$ cat src/ledsq_pkg.sv
// Shared constants for the LED string converter sequencer and its controller
package ledsq_pkg;
    localparam int unsigned CLK_HZ         = 25_000_000;
    localparam int unsigned SAR_HZ         = 1_000_000;
    localparam int unsigned SAR_DIV        = CLK_HZ / SAR_HZ;
    localparam int unsigned WINDOW_MS      = 190;
    localparam int unsigned WINDOW_TICKS   = WINDOW_MS * (SAR_HZ / 1000);
    localparam int unsigned DIM_MAX_HZ     = 100_000;
    localparam int unsigned DIM_PERIOD     = CLK_HZ / DIM_MAX_HZ;
    localparam int unsigned MIN_ON_US      = 2;
    localparam int unsigned MIN_ON_CYC     = (MIN_ON_US * CLK_HZ + 999_999) / 1_000_000;
    localparam int unsigned CUM_ON_US      = 10;
    localparam int unsigned REF_MIN_MV     = 97;
    localparam int unsigned REF_MAX_MV     = 316;

    localparam int unsigned NUM_STRINGS    = 4;
    localparam int unsigned NUM_CHANNELS   = 5;
    localparam int unsigned SAR_BITS       = 7;
    localparam logic [2:0]  CH_OUTPUT      = 3'h4;
    localparam logic [6:0]  SAR_START      = 7'h40;
    localparam logic [6:0]  FULL_SCALE     = 7'h7f;
    localparam int unsigned TIMEOUT_BIT    = 7;

    // Device register map, reached over the link
    localparam logic [3:0]  REG_REF_BASE   = 4'h0;
    localparam logic [3:0]  REG_STANDBY    = 4'h4;
    localparam logic [3:0]  REG_SAMPLE_BASE = 4'h5;
    localparam logic [3:0]  REG_FAULT      = 4'ha;
    localparam logic [6:0]  REF_RESET      = 7'h00;
    localparam int unsigned FAULT_OV_BIT   = 4;

    // Controller register map on Wishbone
    localparam logic [7:0]  WB_CMD         = 8'h00;
    localparam logic [7:0]  WB_STATUS      = 8'h04;
    localparam logic [7:0]  WB_DUTY        = 8'h08;
    localparam logic [7:0]  WB_LIMIT       = 8'h0c;
    localparam int unsigned CMD_WE_BIT     = 8;
    localparam int unsigned CMD_DATA_LSB   = 16;
endpackage : ledsq_pkg

$ cat src/ledsq_if.sv
// Link between the controller and the converter sequencer
`timescale 1ns/1ns
interface ledsq_if;
    logic [3:0] dim;
    logic       req;
    logic       we;
    logic [3:0] addr;
    logic [7:0] wdata;
    logic       ack;
    logic [7:0] rdata;

    modport dev  (input dim, input req, input we, input addr, input wdata,
                  output ack, output rdata);
    modport host (output dim, output req, output we, output addr, output wdata,
                  input ack, input rdata);
endinterface : ledsq_if

$ cat src/ledsq_device.sv
// Converter sequencer with result and fault registers, device end of the link
`timescale 1ns/1ns
module ledsq_device #(
    parameter int unsigned WINDOW_TICKS = ledsq_pkg::WINDOW_TICKS
) (
    ledsq_if.dev       link,
    input  wire logic  clk,
    input  wire logic  arst_n,
    input  wire logic  undervoltage_lockout,
    input  wire logic  shutdown_state,
    input  wire logic  overvoltage_trip,
    input  wire logic [3:0] short_trip,
    input  wire logic [3:0] current_regulated,
    input  wire logic  sar_compare_hi,
    output logic [2:0] mux_channel,
    output logic [6:0] sar_trial_code,
    output logic [3:0] sink_gate_drive,
    output logic [27:0] sink_reference_codes,
    output logic       regulator_latch_off,
    output logic       standby_state
);
    localparam int unsigned SYNC_W = 16;
    localparam logic [4:0] DIV_LAST = 5'(ledsq_pkg::SAR_DIV - 1);
    localparam logic [17:0] WIN_LAST = 18'(WINDOW_TICKS - 1);

    logic [SYNC_W-1:0] meta_r;
    logic [SYNC_W-1:0] sync_r;
    logic [3:0]        dim_s;
    logic [3:0]        short_s;
    logic [3:0]        regd_s;
    logic              undervoltage_lockout_s;
    logic              shutdown_state_s;
    logic              ov_s;
    logic              cmp_s;

    always_ff @(posedge clk or negedge arst_n)
    begin
        if (!arst_n)
        begin
            meta_r <= '0;
            sync_r <= '0;
        end
        else
        begin
            meta_r <= {sar_compare_hi, overvoltage_trip, shutdown_state, undervoltage_lockout,
                       current_regulated, short_trip, link.dim};
            sync_r <= meta_r;
        end
    end

    assign dim_s   = sync_r[3:0];
    assign short_s = sync_r[7:4];
    assign regd_s  = sync_r[11:8];
    assign undervoltage_lockout_s  = sync_r[12];
    assign shutdown_state_s  = sync_r[13];
    assign ov_s    = sync_r[14];
    assign cmp_s   = sync_r[15];

    // 1MHz step enable
    logic [4:0] div_r;
    logic       tick;

    always_ff @(posedge clk or negedge arst_n)
    begin
        if (!arst_n)
            div_r <= '0;
        else if (div_r == DIV_LAST)
            div_r <= '0;
        else
            div_r <= div_r + 5'h1;
    end

    assign tick = (div_r == DIV_LAST);

    // Registers written by the controller
    logic [6:0] ref_r [4];
    logic       standby_r;
    logic       take;
    logic       take_rd;

    assign take    = link.req & ~link.ack;
    assign take_rd = take & ~link.we;

    always_ff @(posedge clk or negedge arst_n)
    begin
        if (!arst_n)
        begin
            for (int i = 0; i < 4; i++)
                ref_r[i] <= ledsq_pkg::REF_RESET;
            standby_r <= 1'b0;
        end
        else if (take & link.we)
        begin
            for (int i = 0; i < 4; i++)
                if (link.addr == ledsq_pkg::REG_REF_BASE + 4'(i))
                    ref_r[i] <= link.wdata[6:0];
            if (link.addr == ledsq_pkg::REG_STANDBY)
                standby_r <= link.wdata[0];
        end
    end

    assign sink_reference_codes = {ref_r[3], ref_r[2], ref_r[1], ref_r[0]};
    assign standby_state        = standby_r;

    // Shorted-string lockout and fault record; enable low clears, set wins
    logic [3:0] locked_r;
    logic [3:0] short_new;
    logic       ov_fault_r;

    assign short_new = short_s & ~locked_r;

    always_ff @(posedge clk or negedge arst_n)
    begin
        if (!arst_n)
        begin
            locked_r   <= '0;
            ov_fault_r <= 1'b0;
        end
        else if (shutdown_state_s)
        begin
            locked_r   <= short_s;
            ov_fault_r <= ov_s;
        end
        else
        begin
            locked_r   <= locked_r | short_s;
            ov_fault_r <= ov_fault_r | ov_s;
        end
    end

    assign regulator_latch_off = ov_fault_r;

    // Channel selector and successive approximation
    typedef enum logic [0:0] {LEDSQ_HALT, LEDSQ_CONV} ledsq_state_e;
    ledsq_state_e state_r;
    logic [2:0]  ch_r;
    logic [6:0]  code_r;
    logic [2:0]  bit_r;
    logic [17:0] timer_r;
    logic        halt;
    logic        skip;
    logic        gate;
    logic        step;
    logic        finish;
    logic        expire;
    logic [6:0]  decided;
    logic [2:0]  ch_next;

    function automatic logic [2:0] next_channel(input logic [2:0] cur, input logic [3:0] lk);
        logic [2:0] c;
        c = cur;
        for (int k = 0; k < 5; k++)
        begin
            c = (c == ledsq_pkg::CH_OUTPUT) ? 3'h0 : c + 3'h1;
            if (c == ledsq_pkg::CH_OUTPUT || !lk[c[1:0]])
                break;
        end
        return c;
    endfunction : next_channel

    assign halt    = undervoltage_lockout_s | shutdown_state_s | standby_r;
    assign skip    = (ch_r != ledsq_pkg::CH_OUTPUT) && (locked_r[ch_r[1:0]] | short_s[ch_r[1:0]]);
    assign gate    = (ch_r == ledsq_pkg::CH_OUTPUT) ||
                     (dim_s[ch_r[1:0]] & regd_s[ch_r[1:0]]);
    // Halt masks the last step too, so an abort never writes the current result
    assign expire  = (state_r == LEDSQ_CONV) & ~halt & ~skip & tick &
                     (timer_r == WIN_LAST);
    assign step    = (state_r == LEDSQ_CONV) & ~halt & ~skip & tick & gate & ~expire;
    assign finish  = step & (bit_r == 3'h0);
    assign decided = cmp_s ? code_r : code_r & ~(7'h01 << bit_r);
    assign ch_next = next_channel(ch_r, locked_r | short_s);

    always_ff @(posedge clk or negedge arst_n)
    begin
        if (!arst_n)
        begin
            state_r <= LEDSQ_HALT;
            ch_r    <= 3'h0;
            code_r  <= ledsq_pkg::SAR_START;
            bit_r   <= 3'(ledsq_pkg::SAR_BITS - 1);
            timer_r <= '0;
        end
        else
        begin
            case (state_r)
                LEDSQ_HALT:
                    if (!halt)
                        state_r <= LEDSQ_CONV;
                LEDSQ_CONV:
                    if (halt)
                        state_r <= LEDSQ_HALT;
                default:
                    state_r <= LEDSQ_HALT;
            endcase
            if (halt || state_r != LEDSQ_CONV || skip || expire || finish)
            begin
                code_r  <= ledsq_pkg::SAR_START;
                bit_r   <= 3'(ledsq_pkg::SAR_BITS - 1);
                timer_r <= '0;
                if (!halt && state_r == LEDSQ_CONV && (skip || expire || finish))
                    ch_r <= ch_next;
            end
            else
            begin
                if (tick)
                    timer_r <= timer_r + 18'h1;
                if (step)
                begin
                    code_r <= decided | (7'h01 << (bit_r - 3'h1));
                    bit_r  <= bit_r - 3'h1;
                end
            end
        end
    end

    assign mux_channel    = ch_r;
    assign sar_trial_code = code_r;

    // Result registers
    logic [7:0] res_r [5];
    logic       pend_r;
    logic [2:0] pend_ch_r;
    logic [6:0] pend_val_r;
    logic       rd_hit;

    assign rd_hit = take_rd && (link.addr == ledsq_pkg::REG_SAMPLE_BASE + {1'b0, ch_r});

    always_ff @(posedge clk or negedge arst_n)
    begin
        if (!arst_n)
        begin
            for (int i = 0; i < 5; i++)
                res_r[i] <= 8'h00;
            pend_r     <= 1'b0;
            pend_ch_r  <= 3'h0;
            pend_val_r <= 7'h00;
        end
        else
        begin
            pend_r <= finish & rd_hit;
            if (finish && rd_hit)
            begin
                pend_ch_r  <= ch_r;
                pend_val_r <= decided;
            end
            if (pend_r)
                res_r[pend_ch_r] <= {1'b0, pend_val_r};
            if (finish && !rd_hit)
                res_r[ch_r] <= {1'b0, decided};
            if (expire)
                res_r[ch_r][ledsq_pkg::TIMEOUT_BIT] <= 1'b1;
            for (int i = 0; i < 4; i++)
                if (short_new[i])
                    res_r[i] <= {1'b0, ledsq_pkg::FULL_SCALE};
        end
    end

    // Register read port, answer one cycle after the request is taken
    logic       ack_r;
    logic [7:0] rdata_r;
    logic [3:0] sidx;

    assign sidx = link.addr - ledsq_pkg::REG_SAMPLE_BASE;

    always_ff @(posedge clk or negedge arst_n)
    begin
        if (!arst_n)
        begin
            ack_r   <= 1'b0;
            rdata_r <= 8'h00;
        end
        else
        begin
            ack_r <= take;
            if (take_rd)
            begin
                if (link.addr < ledsq_pkg::REG_STANDBY)
                    rdata_r <= {1'b0, ref_r[link.addr[1:0]]};
                else if (link.addr == ledsq_pkg::REG_STANDBY)
                    rdata_r <= {7'h00, standby_r};
                else if (link.addr < ledsq_pkg::REG_FAULT)
                    rdata_r <= res_r[sidx[2:0]];
                else if (link.addr == ledsq_pkg::REG_FAULT)
                    rdata_r <= {3'h0, ov_fault_r, locked_r};
                else
                    rdata_r <= 8'h00;
            end
        end
    end

    assign link.ack   = ack_r;
    assign link.rdata = rdata_r;

    // Gate drive follows dimming unless the string is locked off or the part is halted
    always_ff @(posedge clk or negedge arst_n)
    begin
        if (!arst_n)
            sink_gate_drive <= 4'h0;
        else
            sink_gate_drive <= dim_s & ~locked_r & ~short_s & {4{~halt}};
    end
endmodule : ledsq_device

$ cat src/flat_wrapper.sv
// flat-port wrapper written by rule: the top's interface ports become plain ports
module ledsq_device_flat 
#(
    parameter int unsigned WINDOW_TICKS = ledsq_pkg::WINDOW_TICKS
)
  (clk, arst_n, undervoltage_lockout, shutdown_state, overvoltage_trip, short_trip, current_regulated, sar_compare_hi, mux_channel, sar_trial_code, sink_gate_drive, sink_reference_codes, regulator_latch_off, standby_state, link_dim, link_req, link_we, link_addr, link_wdata, link_ack, link_rdata);
  ledsq_if link_i ();
  input  wire logic clk;
  input  wire logic arst_n;
  input  wire logic undervoltage_lockout;
  input  wire logic shutdown_state;
  input  wire logic overvoltage_trip;
  input  wire logic [3:0] short_trip;
  input  wire logic [3:0] current_regulated;
  input  wire logic sar_compare_hi;
  output logic [2:0] mux_channel;
  output logic [6:0] sar_trial_code;
  output logic [3:0] sink_gate_drive;
  output logic [27:0] sink_reference_codes;
  output logic regulator_latch_off;
  output logic standby_state;
  input wire logic [$bits(link_i.dim)-1:0] link_dim;
  input wire logic [$bits(link_i.req)-1:0] link_req;
  input wire logic [$bits(link_i.we)-1:0] link_we;
  input wire logic [$bits(link_i.addr)-1:0] link_addr;
  input wire logic [$bits(link_i.wdata)-1:0] link_wdata;
  output wire logic [$bits(link_i.ack)-1:0] link_ack;
  output wire logic [$bits(link_i.rdata)-1:0] link_rdata;
  assign link_i.dim = link_dim;
  assign link_i.req = link_req;
  assign link_i.we = link_we;
  assign link_i.addr = link_addr;
  assign link_i.wdata = link_wdata;
  assign link_ack = link_i.ack;
  assign link_rdata = link_i.rdata;
  ledsq_device #(.WINDOW_TICKS(WINDOW_TICKS)) u_core (.link(link_i), .clk(clk), .arst_n(arst_n), .undervoltage_lockout(undervoltage_lockout), .shutdown_state(shutdown_state), .overvoltage_trip(overvoltage_trip), .short_trip(short_trip), .current_regulated(current_regulated), .sar_compare_hi(sar_compare_hi), .mux_channel(mux_channel), .sar_trial_code(sar_trial_code), .sink_gate_drive(sink_gate_drive), .sink_reference_codes(sink_reference_codes), .regulator_latch_off(regulator_latch_off), .standby_state(standby_state));
endmodule
$ cat config.mk
export PLATFORM = sky130hd
export DESIGN_NAME = ledsq_device_flat
export DESIGN_NICKNAME = d
export VERILOG_FILES = /design/src/ledsq_pkg.sv /design/src/ledsq_if.sv /design/src/ledsq_device.sv /design/src/flat_wrapper.sv
export SDC_FILE = /design/constraint.sdc
export NUM_CORES = 1
export LEC_CHECK = 0
export ABC_CLOCK_PERIOD_IN_PS = 6100
export BUFFER_PORTS_ARGS = -buffer_cell sky130_fd_sc_hd__buf_4
export CORE_ASPECT_RATIO = 0.9
export CORE_MARGIN = 2
export CORE_UTILIZATION = 50
export CTS_CLUSTER_SIZE = 25
export DETAILED_ROUTE_END_ITERATION = 6
export PLACE_DENSITY = 0.71
export RECOVER_POWER = 25
export SKIP_CTS_REPAIR_TIMING = 1
export SYNTH_ARGS = -nofsm -noshare
export SYNTH_HDL_FRONTEND = slang
export SYNTH_SLANG_ARGS = --single-unit
$ cat constraint.sdc
create_clock -name clk -period 6.1 [get_ports clk]
set_clock_uncertainty 0.15 [all_clocks]
set_input_delay 0.61 -clock clk [delete_from_list [all_inputs] [get_ports clk]]
set_output_delay 0.61 -clock clk [all_outputs]
set_load 0.005 [all_outputs]
==> summary.md <==
| Metric | Value |
|---|---|
| Most frequent CP cell | ha_1 |
| Slew HR | ~22% |
| PnR worst setup slack | 1.34 ns |
| Max Clk Rate | 210 MHz |
| Crit path DAT | ~4.9 ns |
| Cell taking the most area after synthesis | dfrtp_1 |
| Critical path depth | 16 |
| Layout cell share with drive strength beyond 1 | a little over a quarter |
| Deepest clock path buffer count | 2 |
| Worst reg2reg setup slack | around 1.3 ns |
| Die ar. | between 0.015 and 0.02 mm² |
| FF+latch count, synth | about 170 |
| H-Tree Depth | 4 |
| Fill cell count | 1387 |
| Leak | around 0.0043 µW |
| Maximum VDD drop | ~210 µV |
| Crit path cell chain | inv_1, ha_1, a21boi_0, inv_1, ha_1, o21ai_0, a22oi_2, ha_1, nor2_1, nand2b_1, o221ai_2, mux2i_1, a311o_1, a211oi_1, nor4bb_1, a22oi_1 |
| Reg-to-reg endpoint | u_core.mux_channel[0] |
| Syn Inst Count | 776 |
| Tightest Pin Transition | about 1.2 ns |
| Logic pwr share | 32.1% |
| CP Max Fanout | 19 |
| Die Span Y | about 130 µm |
| Largest cells by area after synthesis | dfrtp_1 (48%), mux2_2 (9.3%), nand2_1 (4.6%) |
| Switching pwr | 1140 µW |
| IO Port Bufs | between 80 and 90 |
| Syn Area/Cell | around 11 µm² |
| Internal power | 2250 µW |
| Synth warnings | 0 |
| Vias | a little over 6000 |
| Final Hold Viols | 0 |
| IO Pins | 85 |
| CP delay by family, top | compound AO/OA/AOI/OAI gates |
| Die X-Extent | about 140 µm |
| Class of the worst hold path | input pin to async pin |
| Compound-Gate Fraction of Synth Area | 9.13% |
| Worst Path Required | around 6.2 ns |
| Total CTS buffers | 17 |
| Crit share post-route | around 78% |
| Cell depth of the worst flop-to-flop path | 16 |
| First-pass DRT Iterations | 5 |
| Sw frac | about 34% |
| Register share of total power | between 30% and 40% |
| Post-synthesis adder-cell area fraction | 3.24% |
| Initial core utilization | about 51% |
| RD Place Congestion | ~0.85 |
| Largest net degree at the start of global routing | around 90 |
| DRC viols | 0 |
| Area of the mapped netlist | about 0.0085 mm² |
| First-pass GRT wire length | ~31 mm |
| Critical path's slowest cell | dfrtp_1 |
| Critical path type | flip-flop to flip-flop |
| Worst path bufs/invs | 2 |
| Max Slew Vio Count | 0 |
| Congestion Overflow GR | 0 |
| Initial drt markers | around 500 |
| Synth top area share | 48.4% |
| Nets | between 900 and 1000 |
| Unique masters post-synth | around 70 |
| Routed WL | 19.3 mm |
| Number of vias per cell | between 5 and 6 |
| Unrepaired setup endpoints after global routing | no |
| CP Launch Point | u_core.mux_channel[0] |
| Async set-reset flop share out of synthesis | 100% |
| Post-synthesis sequential area ratio | between 40% and 50% |
| Initial antenna violation count | 0 |
| Post-synthesis mux area share | between 10% and 20% |
| Tmin final | 4.76 ns |
| Crit-path max cell delay | around 0.76 ns |
| Wirelength per Cell | about 18 µm |
| Max_cap viols | 0 |
| CTS Sinks | 167 |
| Main synth FF type | dfrtp_1 |
| DRT antenna net count | 0 |
| Clock power share | around 31% |
| Final setup viols | 0 |
| Worst setup path endpoint | u_core.mux_channel[0] |
| Status | completed |
| Setup TNS | 0 ns |
| GR Util All Layers | 22.3% |
| Crit. End Element | flip-flop |
| FF-to-FF Start | u_core.mux_channel[0] |
| Clock root buffer | clkbuf_16 |
| Post-Syn Nets | 830 |
| Commonest non-fill, non-tap cells in the layout | dfrtp_1 (164), nand2_1 (105), mux2_2 (70), buf_4 (70), nor2_1 (63) |
| DP Wirelength | approximately 13 mm |
| Largest family of logic cells by synthesized area | multiplexers |
| CTS clock-pin slew for the worst setup and hold paths | approximately 0.070 ns |
| CTS tree | yes |
| Core area | approximately 0.017 mm² |
| Commonest non-fill, non-tap cell in the layout | dfrtp_1 |
| Vias in the first global route | around 5800 |
| Simple-Gate Fraction of Synth Area | between 10% and 20% |
| Synth-to-layout area growth | 16.0% |
| PwrDens | about 340 mW/mm² |
| CP Launch Type | flip-flop |
| FP Rows | 45 |
| XOR/XNOR Fraction of Synth Area | under 10% |
| Clk_lat worst skew | approximately 0.44 ns |
| EDFF count, synth | 0 |
| # diodes | 0 |
| DP Worst Slack | approximately 1.4 ns |
==> stage by stage <==
| step | total power (µW) | util, % | hold WS [ns] | instance area, µm² | instances |
|---|---|---|---|---|---|
| 3_5_place_dp | 2360 | 55.4 | 0.185 | 9270 | 1042 |
| 6_report | 3390 | 58.9 | 0.0917 | 9840 | 1074 |
| 3_3_place_gp | 2340 | 55.4 | 0.183 | 9270 | 1042 |
| 4_1_cts | 3400 | 58.9 | 0.116 | 9840 | 1074 |
| 5_1_grt | 3590 | 58.9 | 0.134 | 9840 | 1074 |
| 2_1_floorplan | 2070 | - | 0.164 | 8490 | 776 |
==> cells by family (layout without fill, tap and decap cells) <==
group,Yosys count,count (layout)
XOR/XNOR,27,27
adder cells (fa/ha/maj),22,22
AND/OR/NAND/NOR,265,265
multiplexers,120,120
AO/OA/AOI/OAI,115,115
buffers and inverters,60,147
flip-flops,167,167
==> layout make-up <==
| type | instances | area (µm²) | share of cell area, % |
|---|---|---|---|
| Inverter | 28 | 105 | 1.07 |
| Sequential cell | 167 | 4180 | 42.5 |
| Tap cell | 211 | 264 | 2.68 |
| Multi-Input combinational cell | 549 | 4060 | 41.3 |
| Clock inverter | 15 | 148 | 1.50 |
| Clock buffer | 17 | 425 | 4.32 |
| Timing Repair Buffer | 87 | 657 | 6.67 |
==> sequential cells by signal (all words and copies together) (netlist names), 7 cells and up <==
register,count
u_core.meta_r,16
u_core.timer_r,18
u_core.sar_trial_code,7
u_core.pend_val_r,7
u_core.res_r,40
u_core.sink_reference_codes,28
u_core.sync_r,16
u_core.link.rdata,8
==> power by group through the flow <==
stage | Sequential, µW | Clock (µW) | Combinational, µW
final | 1260 | 1040 | 1090
after global routing | 1270 | 1110 | 1200
after CTS | 1260 | 1060 | 1080
after detailed placement | 1280 | 0 | 1080
after global placement | 1280 | 0 | 1060
after floorplan | 1240 | 0 | 830
==> Yosys cell counts (12+ instances only) <==
| library cell | n |
|---|---|
| a21oi_1 | 42 |
| clkbuf_1 | 12 |
| dfrtp_1 | 164 |
| ha_1 | 22 |
| inv_1 | 27 |
| mux2_2 | 70 |
| mux2i_1 | 34 |
| mux4_2 | 16 |
| nand2_1 | 105 |
| nand3_1 | 20 |
| nor2_1 | 63 |
| o21ai_0 | 18 |
| xnor2_1 | 12 |
| xor2_1 | 15 |
==> metal layers <==
metal | up-vias | part of all wire [%] | GRT usage [%]
met5 | - | 0 | 0
met4 | 0 | 1.3 | 5.82
met3 | 20 | 4.9 | 4.27
met2 | 141 | 45 | 34.6
met1 | 3038 | 49 | 32.6
li1 | 2884 | - | -
==> worst min-delay path by stage <==
stage,slack (ns),cells after the start,end
finish,0.09,1,u_core.mux_channel[2]
global route,0.13,1,u_core.meta_r[0]
CTS,0.12,1,u_core.mux_channel[2]
detailed placement,0.18,0,u_core.sync_r[9]
global placement,0.18,0,u_core.sync_r[13]
floorplan,0.16,0,u_core.bit_r[0]
(Power assumes the default switching activity.)
